File: src/cmt_pkg.sv
// constants, register map and field layout of the mailbox config and timer block
// assumes an apb slave with 32-bit data; registers sit in the low bits of each word
// Function
// - code 000: transmit data and remote, receive none, time trigger allowed
// - code 001: transmit both, receive remote only, auto transmit and mask usable
// - code 010: receive both, transmit none; only receive code for mailbox zero
// - 100 tx remote rx both; 101 tx remote rx data; 011,110 barred; 111 off
// - timer in message: cycle count upper byte at 108h plus 20h per mailbox, next word swapped timer
// - timer count is 16 bits, read and write, reset to zero
// - timer run bit 15 set makes counter free run, clear stops it
// - compare0 clear set and count equals compare0 loads local offset
// - after run cleared counter goes on until next overflow or compare match
// - bit 14 set: capture 0 latches timer at every start of frame
// - bit 14 clear: capture 0 holds its value
// - rx stamp select picks capture 1 at start (0) or end (1) of frame
// - tx stamp select stamps at tx pending (0) or tx acknowledge (1)
package cmt_pkg;
   // ************************************************************
   // register offsets
   // ************************************************************
   localparam logic [7:0] cmt_off_count = 8'h00;
   localparam logic [7:0] cmt_off_control = 8'h04;
   localparam logic [7:0] cmt_off_compare0 = 8'h08;
   localparam logic [7:0] cmt_off_offset = 8'h0C;
   localparam logic [7:0] cmt_off_capture0 = 8'h10;
   localparam logic [7:0] cmt_off_capture1 = 8'h14;
   localparam logic [7:0] cmt_off_status = 8'h18;
   localparam logic [7:0] cmt_off_clear = 8'h1C;
   localparam logic [7:0] cmt_off_irq_en = 8'h20;
   localparam logic [7:0] cmt_off_mb_config = 8'h24;
   localparam logic [7:0] cmt_off_mb_caps = 8'h28;
   // ************************************************************
   // fields and reset values
   // ************************************************************
   localparam int cmt_bit_run = 15;
   localparam int cmt_bit_cap0 = 14;
   localparam int cmt_bit_rx_sel = 13;
   localparam int cmt_bit_tx_sel = 12;
   localparam int cmt_bit_cmp0_clr = 11;
   localparam logic [15:0] cmt_rst_count = 16'h0000;
   localparam logic [15:0] cmt_rst_control = 16'h0000;
   localparam logic [15:0] cmt_rst_word = 16'h0000;
   localparam logic [2:0] cmt_rst_mb_config = 3'h7;
   localparam int cmt_n_mailbox = 16;
   // status bits: overflow, compare0, capture0, capture1
   localparam int cmt_st_ovf = 0;
   localparam int cmt_st_cmp = 1;
   localparam int cmt_st_cap0 = 2;
   localparam int cmt_st_cap1 = 3;
   localparam int cmt_n_events = 4;
   // timer in message data placement
   localparam logic [11:0] cmt_msg_base = 12'h108;
   localparam logic [11:0] cmt_msg_stride = 12'h020;
   // ************************************************************
   // mailbox configuration codes
   // ************************************************************
   typedef enum logic [2:0] {
      cmt_mb_tx_all = 3'b000,
      cmt_mb_tx_rxrem = 3'b001,
      cmt_mb_rx_all = 3'b010,
      cmt_mb_bad3 = 3'b011,
      cmt_mb_txrem_rxall = 3'b100,
      cmt_mb_txrem_rxdat = 3'b101,
      cmt_mb_bad6 = 3'b110,
      cmt_mb_off = 3'b111
   } cmt_mbc_e;
   // timer run state
   typedef enum logic [1:0] {
      cmt_tm_stop = 2'b00,
      cmt_tm_run = 2'b01,
      cmt_tm_drain = 2'b10
   } cmt_tm_e;
endpackage

File: src/cmt_mb_decode.sv
// decodes one mailbox configuration code into frame permissions
// assumes a code value from the register file; outputs registered
`timescale 1ns/1ps
module cmt_mb_decode
   import cmt_pkg::*;
(
   // clock and reset
   input wire logic pclk,
   input wire logic presetn,
   // code in
   input wire logic [2:0] mailbox_config_code,
   input wire logic is_mailbox0,
   // permissions: tx data, tx remote, rx data, rx remote, time trig, auto tx, mask, illegal
   output logic [7:0] caps
);
   logic [7:0] next_caps;
   always_comb
   begin
      next_caps = 8'h00;
      case (cmt_mbc_e'(mailbox_config_code))
         cmt_mb_tx_all: next_caps = 8'b0001_0011;
         cmt_mb_tx_rxrem: next_caps = 8'b0110_1011;
         cmt_mb_rx_all: next_caps = 8'b0100_1100;
         cmt_mb_txrem_rxall: next_caps = 8'b0100_1110;
         cmt_mb_txrem_rxdat: next_caps = 8'b0100_0110;
         cmt_mb_off: next_caps = 8'h00;
         default: next_caps = 8'h80;
      endcase
      // mailbox zero never transmits; a transmit code is flagged illegal
      if (is_mailbox0 && (next_caps[1:0] != 2'b00))
      begin
         next_caps = 8'h80;
      end
   end
   always_ff @(posedge pclk or negedge presetn)
   begin
      if (!presetn)
         caps <= 8'h00;
      else
         caps <= next_caps;
   end
   mb0_tx_a: assert property (@(posedge pclk) disable iff (!presetn)
      is_mailbox0 |=> caps[1:0] == 2'b00) else $error("mailbox zero allowed to transmit");
   rx_only_a: assert property (@(posedge pclk) disable iff (!presetn)
      mailbox_config_code == 3'b010 |=> caps[3:0] == 4'b1100) else $error("code 010 bad");
endmodule

File: src/cmt_timer.sv
// timer, captures, mailbox config table and apb register file
// assumes a standard apb master; sof/eof/tx strobes are one-cycle pulses on pclk
//
// Our own choices: the APB slave port and the register offsets.
`timescale 1ns/1ps
module cmt_timer
   import cmt_pkg::*;
(
   // apb
   input wire logic pclk,
   input wire logic presetn,
   input wire logic psel,
   input wire logic penable,
   input wire logic pwrite,
   input wire logic [7:0] paddr,
   input wire logic [31:0] pwdata,
   output logic [31:0] prdata,
   output logic pready,
   output logic pslverr,
   // can frame events
   input wire logic sof_pulse,
   input wire logic eof_pulse,
   input wire logic tx_pending_set,
   input wire logic tx_acknowledge_set,
   // mailbox data with timer in message
   input wire logic timer_in_message,
   input wire logic [3:0] msg_mailbox,
   input wire logic [7:0] cycle_count,
   input wire logic [7:0] message_byte_one,
   output logic [11:0] msg_addr,
   output logic [15:0] msg_word0,
   output logic [15:0] msg_word1,
   // interrupt
   output logic irq
);
   // ************************************************************
   // registers
   // ************************************************************
   logic [15:0] timer_count;
   logic [15:0] timer_control;
   logic [15:0] compare_match0;
   logic [15:0] local_offset;
   logic [15:0] capture_reg0;
   logic [15:0] capture_reg1;
   logic [cmt_n_events-1:0] status;
   logic [cmt_n_events-1:0] irq_en;
   logic [2:0] mb_cfg [cmt_n_mailbox];
   logic [3:0] cfg_sel;
   logic [7:0] caps;
   cmt_tm_e tm_state;
   // ************************************************************
   // decode
   // ************************************************************
   wire access = psel && penable;
   wire wr = access && pwrite;
   wire rd = access && !pwrite;
   wire hit_count = paddr == cmt_off_count;
   wire hit_control = paddr == cmt_off_control;
   wire hit_cmp = paddr == cmt_off_compare0;
   wire hit_off = paddr == cmt_off_offset;
   wire hit_cap0 = paddr == cmt_off_capture0;
   wire hit_cap1 = paddr == cmt_off_capture1;
   wire hit_status = paddr == cmt_off_status;
   wire hit_clear = paddr == cmt_off_clear;
   wire hit_en = paddr == cmt_off_irq_en;
   wire hit_mbc = paddr == cmt_off_mb_config;
   wire hit_caps = paddr == cmt_off_mb_caps;
   wire mapped = hit_count | hit_control | hit_cmp | hit_off | hit_cap0 | hit_cap1
      | hit_status | hit_clear | hit_en | hit_mbc | hit_caps;
   wire run_bit = timer_control[cmt_bit_run];
   wire cap0_en = timer_control[cmt_bit_cap0];
   wire rx_sel = timer_control[cmt_bit_rx_sel];
   wire tx_sel = timer_control[cmt_bit_tx_sel];
   wire cmp_clr = timer_control[cmt_bit_cmp0_clr];
   // ************************************************************
   // timer
   // ************************************************************
   wire ticking = tm_state != cmt_tm_stop;
   wire at_match = ticking && (timer_count == compare_match0);
   wire wrap = ticking && !(cmp_clr && at_match) && (timer_count == 16'hFFFF);
   wire reload = cmp_clr && at_match;
   wire stop_event = wrap || at_match;
   wire [15:0] next_count = reload ? local_offset
      : ticking ? timer_count + 16'h0001 : timer_count;
   cmt_tm_e next_tm;
   always_comb
   begin
      next_tm = tm_state;
      case (tm_state)
         cmt_tm_stop: if (run_bit) next_tm = cmt_tm_run;
         cmt_tm_run: if (!run_bit) next_tm = stop_event ? cmt_tm_stop : cmt_tm_drain;
         cmt_tm_drain:
         begin
            if (run_bit)
               next_tm = cmt_tm_run;
            else if (stop_event)
               next_tm = cmt_tm_stop;
         end
         default: next_tm = cmt_tm_stop;
      endcase
   end
   always_ff @(posedge pclk or negedge presetn)
   begin
      if (!presetn)
         tm_state <= cmt_tm_stop;
      else
         tm_state <= next_tm;
   end
   always_ff @(posedge pclk or negedge presetn)
   begin
      if (!presetn)
         timer_count <= cmt_rst_count;
      else if (wr && hit_count)
         timer_count <= pwdata[15:0];
      else
         timer_count <= next_count;
   end
   // ************************************************************
   // captures
   // ************************************************************
   wire cap0_take = sof_pulse && cap0_en;
   wire rx_take = rx_sel ? eof_pulse : sof_pulse;
   wire tx_take = tx_sel ? tx_acknowledge_set : tx_pending_set;
   wire cap1_take = rx_take || tx_take;
   always_ff @(posedge pclk or negedge presetn)
   begin
      if (!presetn)
         capture_reg0 <= cmt_rst_word;
      else if (cap0_take)
         capture_reg0 <= timer_count;
   end
   always_ff @(posedge pclk or negedge presetn)
   begin
      if (!presetn)
         capture_reg1 <= cmt_rst_word;
      else if (cap1_take)
         capture_reg1 <= timer_count;
   end
   // ************************************************************
   // control registers
   // ************************************************************
   always_ff @(posedge pclk or negedge presetn)
   begin
      if (!presetn)
      begin
         timer_control <= cmt_rst_control;
         compare_match0 <= cmt_rst_word;
         local_offset <= cmt_rst_word;
         irq_en <= '0;
         cfg_sel <= 4'h0;
      end
      else if (wr)
      begin
         if (hit_control)
            timer_control <= pwdata[15:0];
         if (hit_cmp)
            compare_match0 <= pwdata[15:0];
         if (hit_off)
            local_offset <= pwdata[15:0];
         if (hit_en)
            irq_en <= pwdata[cmt_n_events-1:0];
         if (hit_mbc)
            cfg_sel <= pwdata[7:4];
      end
   end
   // mailbox config table, one entry per mailbox
   genvar gi;
   generate
      for (gi = 0; gi < cmt_n_mailbox; gi++)
      begin : g_mb
         always_ff @(posedge pclk or negedge presetn)
         begin
            if (!presetn)
               mb_cfg[gi] <= cmt_rst_mb_config;
            else if (wr && hit_mbc && pwdata[7:4] == 4'(gi))
               mb_cfg[gi] <= pwdata[2:0];
         end
      end
   endgenerate
   cmt_mb_decode u_dec (
      .pclk(pclk),
      .presetn(presetn),
      .mailbox_config_code(mb_cfg[cfg_sel]),
      .is_mailbox0(cfg_sel == 4'h0),
      .caps(caps)
   );
   // ************************************************************
   // interrupt status, set wins over clear
   // ************************************************************
   wire [cmt_n_events-1:0] ev = {cap1_take, cap0_take, at_match, wrap};
   wire [cmt_n_events-1:0] clr = (wr && hit_clear) ? pwdata[cmt_n_events-1:0] : '0;
   always_ff @(posedge pclk or negedge presetn)
   begin
      if (!presetn)
      begin
         status <= '0;
         irq <= 1'b0;
      end
      else
      begin
         status <= (status & ~clr) | ev;
         irq <= |(((status & ~clr) | ev) & irq_en);
      end
   end
   // ************************************************************
   // timer in message layout
   // ************************************************************
   always_ff @(posedge pclk or negedge presetn)
   begin
      if (!presetn)
      begin
         msg_addr <= 12'h000;
         msg_word0 <= 16'h0000;
         msg_word1 <= 16'h0000;
      end
      else if (timer_in_message)
      begin
         msg_addr <= cmt_msg_base + 12'(msg_mailbox) * cmt_msg_stride;
         msg_word0 <= {cycle_count, message_byte_one};
         msg_word1 <= {timer_count[7:0], timer_count[15:8]};
      end
   end
   // ************************************************************
   // apb read and answer
   // ************************************************************
   wire [31:0] rd_mux =
      hit_count ? {16'h0000, timer_count}
      : hit_control ? {16'h0000, timer_control}
      : hit_cmp ? {16'h0000, compare_match0}
      : hit_off ? {16'h0000, local_offset}
      : hit_cap0 ? {16'h0000, capture_reg0}
      : hit_cap1 ? {16'h0000, capture_reg1}
      : hit_status ? {28'h0000000, status}
      : hit_en ? {28'h0000000, irq_en}
      : hit_mbc ? {24'h000000, cfg_sel, 1'b0, mb_cfg[cfg_sel]}
      : hit_caps ? {24'h000000, caps}
      : 32'h00000000;
   always_ff @(posedge pclk or negedge presetn)
   begin
      if (!presetn)
      begin
         prdata <= 32'h00000000;
         pready <= 1'b0;
         pslverr <= 1'b0;
      end
      else
      begin
         pready <= psel && !penable;
         pslverr <= psel && !penable && !mapped;
         prdata <= (psel && !penable && !pwrite) ? rd_mux : 32'h00000000;
      end
   end
   // ************************************************************
   // checks
   // ************************************************************
   stopped_hold_a: assert property (@(posedge pclk) disable iff (!presetn)
      (tm_state == cmt_tm_stop && !(wr && hit_count)) |=> timer_count == $past(timer_count))
      else $error("stopped timer moved");
   reload_val_a: assert property (@(posedge pclk) disable iff (!presetn)
      (reload && !(wr && hit_count)) |=> timer_count == $past(local_offset))
      else $error("compare reload wrong");
   drain_stop_a: assert property (@(posedge pclk) disable iff (!presetn)
      (tm_state == cmt_tm_drain && stop_event && !run_bit) |=> tm_state == cmt_tm_stop)
      else $error("drain did not stop");
   run_keep_a: assert property (@(posedge pclk) disable iff (!presetn)
      (tm_state == cmt_tm_run && !run_bit && !stop_event) |=> tm_state == cmt_tm_drain)
      else $error("timer stopped early");
   cap0_take_a: assert property (@(posedge pclk) disable iff (!presetn)
      (sof_pulse && cap0_en) |=> capture_reg0 == $past(timer_count))
      else $error("capture0 missed");
   cap0_hold_a: assert property (@(posedge pclk) disable iff (!presetn)
      !cap0_en |=> capture_reg0 == $past(capture_reg0)) else $error("capture0 moved");
   wrap_zero_a: assert property (@(posedge pclk) disable iff (!presetn)
      (wrap && !(wr && hit_count)) |=> timer_count == 16'h0000 && status[cmt_st_ovf])
      else $error("wrap wrong");
   rx_stamp_a: assert property (@(posedge pclk) disable iff (!presetn)
      (rx_sel && eof_pulse) |=> capture_reg1 == $past(timer_count))
      else $error("eof stamp missed");
   tx_stamp_a: assert property (@(posedge pclk) disable iff (!presetn)
      (tx_sel && tx_acknowledge_set) |=> capture_reg1 == $past(timer_count))
      else $error("ack stamp missed");
   msg_swap_a: assert property (@(posedge pclk) disable iff (!presetn)
      timer_in_message |=> msg_word1 == {$past(timer_count[7:0]), $past(timer_count[15:8])})
      else $error("timer bytes not swapped");
endmodule
File: config.mk
export PLATFORM = sky130hd
export DESIGN_NAME = cmt_timer
export DESIGN_NICKNAME = d
export VERILOG_FILES = /design/src/cmt_pkg.sv /design/src/cmt_mb_decode.sv /design/src/cmt_timer.sv
export SDC_FILE = /design/constraint.sdc
export NUM_CORES = 1
export LEC_CHECK = 0
export BUFFER_PORTS_ARGS = -buffer_cell sky130_fd_sc_hd__buf_2
export CORE_MARGIN = 5
export CORE_UTILIZATION = 45
export DETAILED_ROUTE_END_ITERATION = 10
export GPL_TIMING_DRIVEN = 0
export PLACE_DENSITY = 0.63
export SLEW_MARGIN = 20
export SYNTH_ARGS = -nofsm -noshare
export SYNTH_HDL_FRONTEND = slang
export SYNTH_SLANG_ARGS = --single-unit
File: constraint.sdc
create_clock -name pclk -period 4.6 [get_ports pclk]
set_input_delay 0.23 -clock pclk [delete_from_list [all_inputs] [get_ports pclk]]
set_output_delay 0.23 -clock pclk [all_outputs]
set_load 0.005 [all_outputs]
# Word level (Yosys, flattened, before mapping)
# Cells that the tools add are included.
# Widths: inputs -> output; s select.
[totals]
register_bits = 229
latchBits = 0
mem_bits_rw = 0
romBits = 0
output_inout_bits = 79
memories = 0
[classes]
addsub = 2
mul = 0
n_div = 0
n_lt_le_gt_ge = 1
eq_ne = 37
n_shift = 0
muxes = 28
n_bitwise = 15
n_reduce_logical = 51
[ops]
columns = ["cell", "n"]
rows = [
  ["$mux 16", 10],
  ["$pmux 8 s6", 1],
  ["$mux 8", 5],
  ["$eq 4x4->1 const B", 8],
  ["$eq 8x5->1 const B", 4],
  ["$logic_and 1x1->1", 30],
  ["$eq 8x6->1 const B", 3],
  ["$add 16x1->16 const B", 1],
  ["$eq 16x16->1", 1],
  ["$eq 16x16->1 const B", 1],
  ["$eq 4x3->1 const B", 4],
  ["$eq 8x4->1 const B", 2],
  ["$bmux 3 s4", 1],
  ["$add 9x9->10 const A", 1],
  ["$mux 2", 5],
  ["$or 1x1->1", 10],
  ["$reduce_and 2->1", 5],
  ["$eq 3x3->1 const B", 3],
  ["$and 4x4->4", 2],
  ["$eq 4x2->1 const B", 2],
  ["$eq 8x3->1 const B", 1],
  ["$logic_not 4->1", 2],
  ["$logic_not 8->1", 1],
  ["$mux 3", 2],
  ["22 further kinds", 29],
]

# Depth between registers and ports, before layout
# Gate-level depths: netlist (run 1).
[logic_depth]
word_depth = 14
ltp_mapped = 10
ltp_nobuf = 7

# By module
# From an unflattened synthesis (run 1), not the netlist that was laid out.
[unflattened]
hier_cells = 937
hier_area_um2 = 11154.4
[by_module_without_submodules]
columns = ["mod", "instances", "cells_per_inst", "area_per_inst_um2", "seq_area_each_um2"]
rows = [
  ["cmt_timer", 1, 916, 10880.4, 5440.2],
  ["cmt_mb_decode", 1, 21, 274.0, 200.2],
]

# Worst setup path before layout (run 1)
# Ideal clock, no wire load.
[synth_timing]
path_type = "in2reg"
start = "input paddr[7]"
end = "register timer_control[10]"
arrival_time_ns = 2.241
required_time_ns = 4.475
setup_slack_ns = 2.234
cell_stages = 7
path_cell_list = "or4_1 -> buf_2 -> nor3_2 -> nand2b_1 -> nor3_4 -> buf_4 -> mux2_2"
[synth_via]
elab_chain_len = 2
[synth_rtl]
columns = ["item", "line_no", "source"]
rows = [
  ["start, declared", "cmt_timer.sv:15", "input wire logic [7:0] paddr,"],
  ["$eq 8x3->1", "cmt_timer.sv:58", "wire hit_control = paddr == cmt_off_control;"],
  ["$reduce_and 2->1 (no line)", "n/a", ""],
  ["end signal, assigned", "cmt_timer.sv:146", "timer_control <= cmt_rst_control;"],
  ["end signal, assigned", "cmt_timer.sv:155", "timer_control <= pwdata[15:0];"],
  ["end, declared", "cmt_timer.sv:40", "logic [15:0] timer_control;"],
]
# No other way between the ends.
# A chain may end at the register's enable or synchronous reset.

# Final worst setup path (run 1)
[layout_timing]
start = "register cfg_sel[1]"
end = "register prdata[1]"
[layout_via]
elab_chain_len = 14
[layout_rtl]
columns = ["item", "line_no", "source"]
rows = [
  ["start, declared", "cmt_timer.sv:48", "logic [3:0] cfg_sel;"],
  ["start signal, assigned", "cmt_timer.sv:163", "cfg_sel <= pwdata[7:4];"],
  ["$not 4->5 (not written as such)", "cmt_timer.sv:235", ": hit_mbc ? {24'h000000, cfg_sel, 1'b0, mb_cfg[cfg_sel]}"],
  ["$bmux 3 s4", "cmt_timer.sv:235", ""],
  ["$mux 3 (not written as such) (2 in series)", "cmt_timer.sv:235", ""],
  ["$mux 8", "cmt_timer.sv:235", ""],
  ["$mux 8", "cmt_timer.sv:234", ": hit_en ? {28'h0000000, irq_en}"],
  ["$mux 8", "cmt_timer.sv:233", ": hit_status ? {28'h0000000, status}"],
  ["$mux 16", "cmt_timer.sv:232", ": hit_cap1 ? {16'h0000, capture_reg1}"],
  ["$mux 16", "cmt_timer.sv:231", ": hit_cap0 ? {16'h0000, capture_reg0}"],
  ["$mux 16", "cmt_timer.sv:230", ": hit_off ? {16'h0000, local_offset}"],
  ["$mux 16", "cmt_timer.sv:229", ": hit_cmp ? {16'h0000, compare_match0}"],
  ["$mux 16", "cmt_timer.sv:228", ": hit_control ? {16'h0000, timer_control}"],
  ["$mux 16", "cmt_timer.sv:227", "hit_count ? {16'h0000, timer_count}"],
  ["$mux 16", "cmt_timer.sv:250", "prdata <= (psel && !penable && !pwrite) ? rd_mux : 32'h00000000;"],
  ["end signal, assigned", "cmt_timer.sv:250", ""],
  ["end, declared", "cmt_timer.sv:17", "output logic [31:0] prdata,"],
]
# No other way between the ends. The select of a mux whose other input is x is not followed.

==> flow_metrics.env, run 1 <==
export IMPL_synthCells=922
export IMPL_grt_usage=0.2128
export IMPL_grt_max_degree=97
export IMPL_holdPathEnd="timer_count[9]"
export IMPL_n_antenna_cell=0
export IMPL_worstMarginPinSlew_ns=1.121
export IMPL_n_fill_cell=2128
export IMPL_clockRootBuffer="clkbuf_16"
export IMPL_startpoint_type="flop"
export IMPL_place_congestion=0.8536
export IMPL_finalClockSkew_ns=0.01648
export IMPL_clkTransAtPathRegs_ns=0.06
export IMPL_yosysUniqueCellTypes=63
export IMPL_rows=57
export IMPL_p_per_area_mw_per_mm2=373.2
export IMPL_p_leak_uw=0.006051
export IMPL_layout_commonest_cell="dfrtp_1"
export IMPL_setup_viol=0
export IMPL_finalNonFillerCells=1445
export IMPL_cts_made_buffers=25
export IMPL_arrival_ns=3.32
export IMPL_hold_class="primary input to flop"
export IMPL_critPathCaptureType="flop"
export IMPL_post_route_cells_drive_above_1_share=0.3782
export IMPL_status="finished clean"
export IMPL_syn_to_final_growth_pct=19.17
export IMPL_max_freq_mhz=335.0
export IMPL_ctsHoldBuffers=24
export IMPL_cp_max_fo=10
export IMPL_vias=8007
export IMPL_grt_pass1_wl_um=47090
export IMPL_drv_cap=0
export IMPL_clock_path_buffers=3
export IMPL_worstHoldStart="pwdata[9]"
export IMPL_dieArea_mm2=0.02766
export IMPL_slew_violations=0
export IMPL_period_needed_ns=2.985
export IMPL_r2r_start="cfg_sel[1]"
export IMPL_multiInputGateArea_mm2=0.004930
export IMPL_cp_data_required_time_ns=4.93
export IMPL_finish_net_count=1175
export IMPL_rr_endpoint="prdata[1]"
export IMPL_layout_common_cells="175 x dfrtp_1, 158 x mux2_2, 118 x buf_2"
export IMPL_maxSlewHeadroom=0.2471
export IMPL_rsz0062_at_grt="no"
export IMPL_cts_tree="done"
export IMPL_crit_chain="clkbuf_1, mux4_2, mux2i_1, a21oi_1, a211oi_1, a2111oi_0"
export IMPL_postCtsSetupRepairBufs=0
export IMPL_routed_wl_um=30080
export IMPL_overflow=0
export IMPL_port_buffers=108
export IMPL_post_route_period_util=0.6490
export IMPL_numClockSinks=223
export IMPL_synth_edf_count=0
export IMPL_post_cts_resized=0
export IMPL_ys_warn_count=0
export IMPL_ant_nets=0
export IMPL_syn_area_mm2=0.01100
export IMPL_cp_slowest_cell="a2111oi_0"
export IMPL_route_detailed_drc=0
export IMPL_dr_pass1_iters=7
export IMPL_io_pins=149
export IMPL_antenna_found_initial=0
export IMPL_place_area_mm2=0.01209
export IMPL_vias_per_cell=5.541
export IMPL_synthArstFlopShare=1.000
export IMPL_yosysSeqAreaShare=0.5129
export IMPL_yosys_register_bits=223
export IMPL_start_util=0.4548
export IMPL_wire_per_inst_um=20.81
export IMPL_final_cell_area_mm2=0.01311
export IMPL_die_w_um=166.3
export IMPL_worstPathBufferInverterCount=1
export IMPL_grt_pass1_vias=8185
export IMPL_die_h_um=166.3
export IMPL_clkLatencyLatePin_ns=0.53
export IMPL_cts_htree_levels=1
export IMPL_ff2ff_path_depth=6
export IMPL_synth_avg_cell_area_um2=11.93
export IMPL_max_vdd_ir_drop_mv=0.3025
export IMPL_synth_flop_cell="dfrtp_1"
export IMPL_drt_iter0_markers=540
export IMPL_place_inst=1377
export IMPL_hold_depth=3
export IMPL_crit_family="compound AO/OA/AOI/OAI gates"
export IMPL_core_mm2=0.02418
export IMPL_crit_type="flop to flop"
export IMPL_cpPeakStageDelay_ns=0.84
export IMPL_hpwlAfterDp_um=21440
export IMPL_seq_area_mm2=0.005640
export IMPL_hold_viol=0
export IMPL_r2r_setup_slack_ns=1.61
## power breakdown
| group | leakage (uW) | switching, uW | internal [uW] | total, uW |
|---|---|---|---|---|
| sequential | 0.00282 | 75.0 | 2120 | 2190 |
| combinational | 0.00284 | 465 | 326 | 791 |
| clock | 0.000393 | 794 | 1110 | 1910 |
| total | 0.00605 | 1330 | 3560 | 4890 |
## layout make-up
| class | instances | share of cell area |
|---|---|---|
| plain buffers | 88 | 0.03399 |
| clock buffers | 32 | 0.05280 |
| clock inverters | 12 | 0.006588 |
| inverters | 16 | 0.004583 |
| multi-input cells | 616 | 0.3762 |
| flip-flops and latches | 223 | 0.4304 |
| well taps | 324 | 0.03093 |
| repair buffers | 134 | 0.06454 |
## kinds of logic after synthesis
family,after synthesis,synth area share
AOI/OAI and AO/OA,155,0.09114
xor gates and xnor gates,32,0.02549
other,1,0.0003410
muxes,219,0.2344
buffers and inverters,104,0.04597
adders and majority gates,1,0.001138
and+or+nand+nor,187,0.08863
DFF,223,0.5129
## through the flow
stage / power [uW] / hold WS [ns] / util / setup WS [ns] / TNS, ns
final: 4891 / 0.004433 / 0.5420 / 1.615 / 0
after global routing: 5107 / 0.01211 / 0.5420 / 1.372 / 0
after CTS: 4930 / 0.0004866 / 0.5420 / 1.586 / 0
after detailed placement: 2997 / 0.2012 / 0.4999 / 1.416 / 0
after global placement: 2975 / 0.4218 / 0.4972 / -0.6556 / -111.55
after floorplan: 2684 / -0.06559 / - / 2.234 / 0
## registers in the layout, indices dropped and copies added, names as in the netlist, 6 cells and up
register        flops
timer_count        16
capture_reg0       16
msg_addr            6
compare_match0     16
msg_word0          16
capture_reg1       16
mb_cfg             48
msg_word1          16
local_offset       16
timer_control      16
u_dec.caps          8
prdata             16
## how the worst max path moves through the flow
stage	start	endpoint	depth (start not counted)
2_1_floorplan	paddr[7]	timer_control[10]	7
5_1_grt	cfg_sel[1]	prdata[1]	6
3_3_place_gp	presetn	prdata[4]	1
6_report	cfg_sel[1]	prdata[1]	6
3_5_place_dp	paddr[7]	timer_control[10]	8
4_1_cts	cfg_sel[1]	prdata[1]	6
## worst reg2reg max path, delay by kind of cell, from the launching register on
kind / cells / cell delay [ns]
AOI/OAI and AO/OA: 3 / 1.26
buffers and inverters: 1 / 0.56
DFF: 1 / 0.48
muxes: 2 / 0.49
## Yosys cell counts, types with 6 or more instances
master	number	area share
nand2b_1	15	0.0085
o21ai_0	37	0.017
buf_1	11	0.0038
nor2b_1	6	0.0034
a221oi_1	11	0.0088
a21oi_1	38	0.017
nand2_1	52	0.018
o211ai_1	6	0.0041
a211oi_1	10	0.0068
dfstp_2	48	0.11
dfrtp_1	175	0.40
nand4_1	7	0.0040
buf_4	23	0.016
xnor2_1	29	0.023
mux4_2	11	0.023
nor2_1	37	0.013
buf_2	11	0.0050
mux2_4	10	0.014
clkbuf_1	41	0.014
mux2_2	158	0.16
inv_1	16	0.0055
nor3_1	14	0.0064
o22ai_1	14	0.0080
mux2i_1	40	0.036
nand3_1	18	0.0082
## metal layers
metal	global-route usage	up-vias	wire length (um)
met5	0	-	0
met4	0.05799	0	815
met3	0.03285	57	1745
met2	0.3622	279	14850
met1	0.2857	4021	12660
li1	-	3650	-
No activity file was read; power rests on OpenSTA's default activity.
==> run 2, diff against run 1 <==
==> constraint.sdc (replaced) <==
create_clock -name pclk -period 2.8 [get_ports pclk]
set_input_delay 0.14 -clock pclk [delete_from_list [all_inputs] [get_ports pclk]]
set_output_delay 0.14 -clock pclk [all_outputs]
set_load 0.005 [all_outputs]
==> run 2 against run 1 <==
Critical path type is now primary input to flop. Clock-buffer cell count unchanged. Final area grew 0.97%. Via count increased by 0.61%. Worst hold slack better by 0.017 ns. Highest routed layer unchanged.
==> flow_metrics.env, run 2 (synthesis gave the netlist of run 1 again) <==
export IMPL_place_inst=1377
export IMPL_io_pins=149
export IMPL_place_congestion=0.8536
export IMPL_cp_slowest_cell="nor3_2"
export IMPL_syn_to_final_growth_pct=20.33
export IMPL_worstMarginPinSlew_ns=1.184
export IMPL_final_setup_tns_ns=0
export IMPL_crit_path_frequent_cell="buf_2"
export IMPL_antenna_found_initial=0
export IMPL_cts_tree="done"
export IMPL_rows=57
export IMPL_n_fill_cell=2118
export IMPL_startpoint_type="primary input"
export IMPL_clkTransAtPathRegs_ns=0.06
export IMPL_clkPwrFrac=0.389
export IMPL_die_w_um=166.3
export IMPL_grt_pass1_vias=8230
export IMPL_critPathCaptureType="flop"
export IMPL_p_per_area_mw_per_mm2=608.5
export IMPL_worstHoldStart="pwdata[6]"
export IMPL_max_freq_mhz=380.8
export IMPL_layout_commonest_cell="dfrtp_1"
export IMPL_dr_pass1_iters=5
export IMPL_place_area_mm2=0.01209
export IMPL_multiInputGateArea_mm2=0.004942
export IMPL_rsz0062_at_grt="no"
export IMPL_port_buffers=108
export IMPL_numClockSinks=223
export IMPL_dieArea_mm2=0.02766
export IMPL_vias_per_cell=5.533
export IMPL_cp_startpoint="paddr[7]"
export IMPL_final_cell_area_mm2=0.01323
export IMPL_overflow=0
export IMPL_p_sw_uw=2198
export IMPL_grt_pass1_wl_um=47310
export IMPL_n_antenna_cell=0
export IMPL_die_h_um=166.3
export IMPL_finalNonFillerCells=1456
export IMPL_start_util=0.4548
export IMPL_internal_power_uw=5854
export IMPL_grt_usage=0.2137
export IMPL_cpPeakStageDelay_ns=0.62
export IMPL_period_needed_ns=2.626
export IMPL_cts_htree_levels=1
export IMPL_clockRootBuffer="clkbuf_16"
export IMPL_finalClockSkew_ns=0.01581
export IMPL_hpwlAfterDp_um=21440
export IMPL_status="finished clean"
export IMPL_routed_wl_um=30120
export IMPL_crit_type="primary input to flop"
export IMPL_slew_violations=0
export IMPL_r2r_start="cfg_sel[0]"
export IMPL_max_vdd_ir_drop_mv=0.4994
export IMPL_cts_made_buffers=25
export IMPL_setup_viol=0
export IMPL_worstPathBufferInverterCount=3
export IMPL_crit_family="simple AND/OR/NAND/NOR gates"
export IMPL_switching_share=0.2730
export IMPL_crit_chain="buf_2, or4_1, buf_2, nor3_2, nand2b_1, nor3_4, buf_4, mux2_2"
export IMPL_hold_class="primary input to flop"
export IMPL_layout_common_cells="175 x dfrtp_1, 158 x mux2_2, 117 x buf_2"
export IMPL_route_detailed_drc=0
export IMPL_place_ws_ns=-0.2943
export IMPL_arrival_ns=3.03
export IMPL_ant_nets=0
export IMPL_clock_path_buffers=3
export IMPL_cp_max_fo=10
export IMPL_seq_power_share=0.448
export IMPL_hold_viol=0
export IMPL_fin_ws_ns=0.1736
export IMPL_vias=8056
export IMPL_drv_cap=0
export IMPL_seq_area_mm2=0.005640
export IMPL_p_leak_uw=0.006103
export IMPL_top_register="mb_cfg"
export IMPL_combPwrFrac=0.163
export IMPL_clkLatencyLatePin_ns=0.53
export IMPL_drt_iter0_markers=540
export IMPL_cp_data_required_time_ns=3.20
export IMPL_wire_per_inst_um=20.69
export IMPL_core_mm2=0.02418
export IMPL_post_route_period_util=0.9380
export IMPL_post_route_cells_drive_above_1_share=0.3781
export IMPL_maxSlewHeadroom=0.2044
export IMPL_grt_max_degree=97
export IMPL_finish_net_count=1186
export IMPL_largest_register_ff_count=48
## run 2: cell count changes in the layout (fill, tap and decap cells not counted), moves of 2 or more
cell / delta
a2111oi_0: -2
a2111oi_2: +2
clkbuf_2: +2
dlygate4sd3_1: +11
## run 2: per-stage QoR
stage | hold WS, ns | total power [uW] | utilization
floorplan | -0.1556 | 4410 | -
global placement | 0.3318 | 4888 | 0.4972
detailed placement | 0.1112 | 4924 | 0.4999
CTS | 0.005930 | 8112 | 0.5470
global route | 0.01788 | 8405 | 0.5473
finish | 0.02132 | 8052 | 0.5473
## run 2: worst paths after layout
kind | endpoint | slack [ns] | cells past startpoint
worst max-delay path | timer_control[10] | 0.17 | 8
worst min-delay path | local_offset[6] | 0.02 | 2
worst max register to register | prdata[2] | 0.26 | 8
worst min register to register | msg_addr[3] | 0.47 | 1
max in group asynchronous | mb_cfg[46] | 1.80 | 3
min in group asynchronous | pslverr | 0.14 | 2
## run 2: metal layers
metal,up-vias,part of all wire,track usage,wire [um]
li1,3673,-,-,-
met1,4063,0.42,0.2858,12730
met2,260,0.50,0.3643,14920
met3,60,0.054,0.03404,1640
met4,0,0.028,0.05799,830
met5,-,0,0,0
## run 2: cell type report
| class | count | area share |
|---|---|---|
| buffer | 88 | 0.03404 |
| clock buffer | 32 | 0.05229 |
| clock inverter | 12 | 0.006524 |
| inverter | 16 | 0.004539 |
| multi-input combinational | 616 | 0.3735 |
| sequential | 223 | 0.4262 |
| tap | 324 | 0.03064 |
| timing repair buffer | 145 | 0.07224 |
## run 2: power groups by stage
stage	Sequential [uW]	Combinational, uW	Clock (uW)
floorplan	3650	764	0
global placement	3650	1240	0
detailed placement	3660	1270	0
CTS	3600	1310	3200
global route	3630	1440	3330
finish	3600	1310	3140
## run 2: repair_timing
action | 4_1_cts | 5_1_grt
endpoints found under the hold margin | 117 | 0
endpoints found under the setup margin | 2 | 11
gates resized for setup | 4 | 4
buffers inserted | 0 | 0
hold buffers | 35 | 0
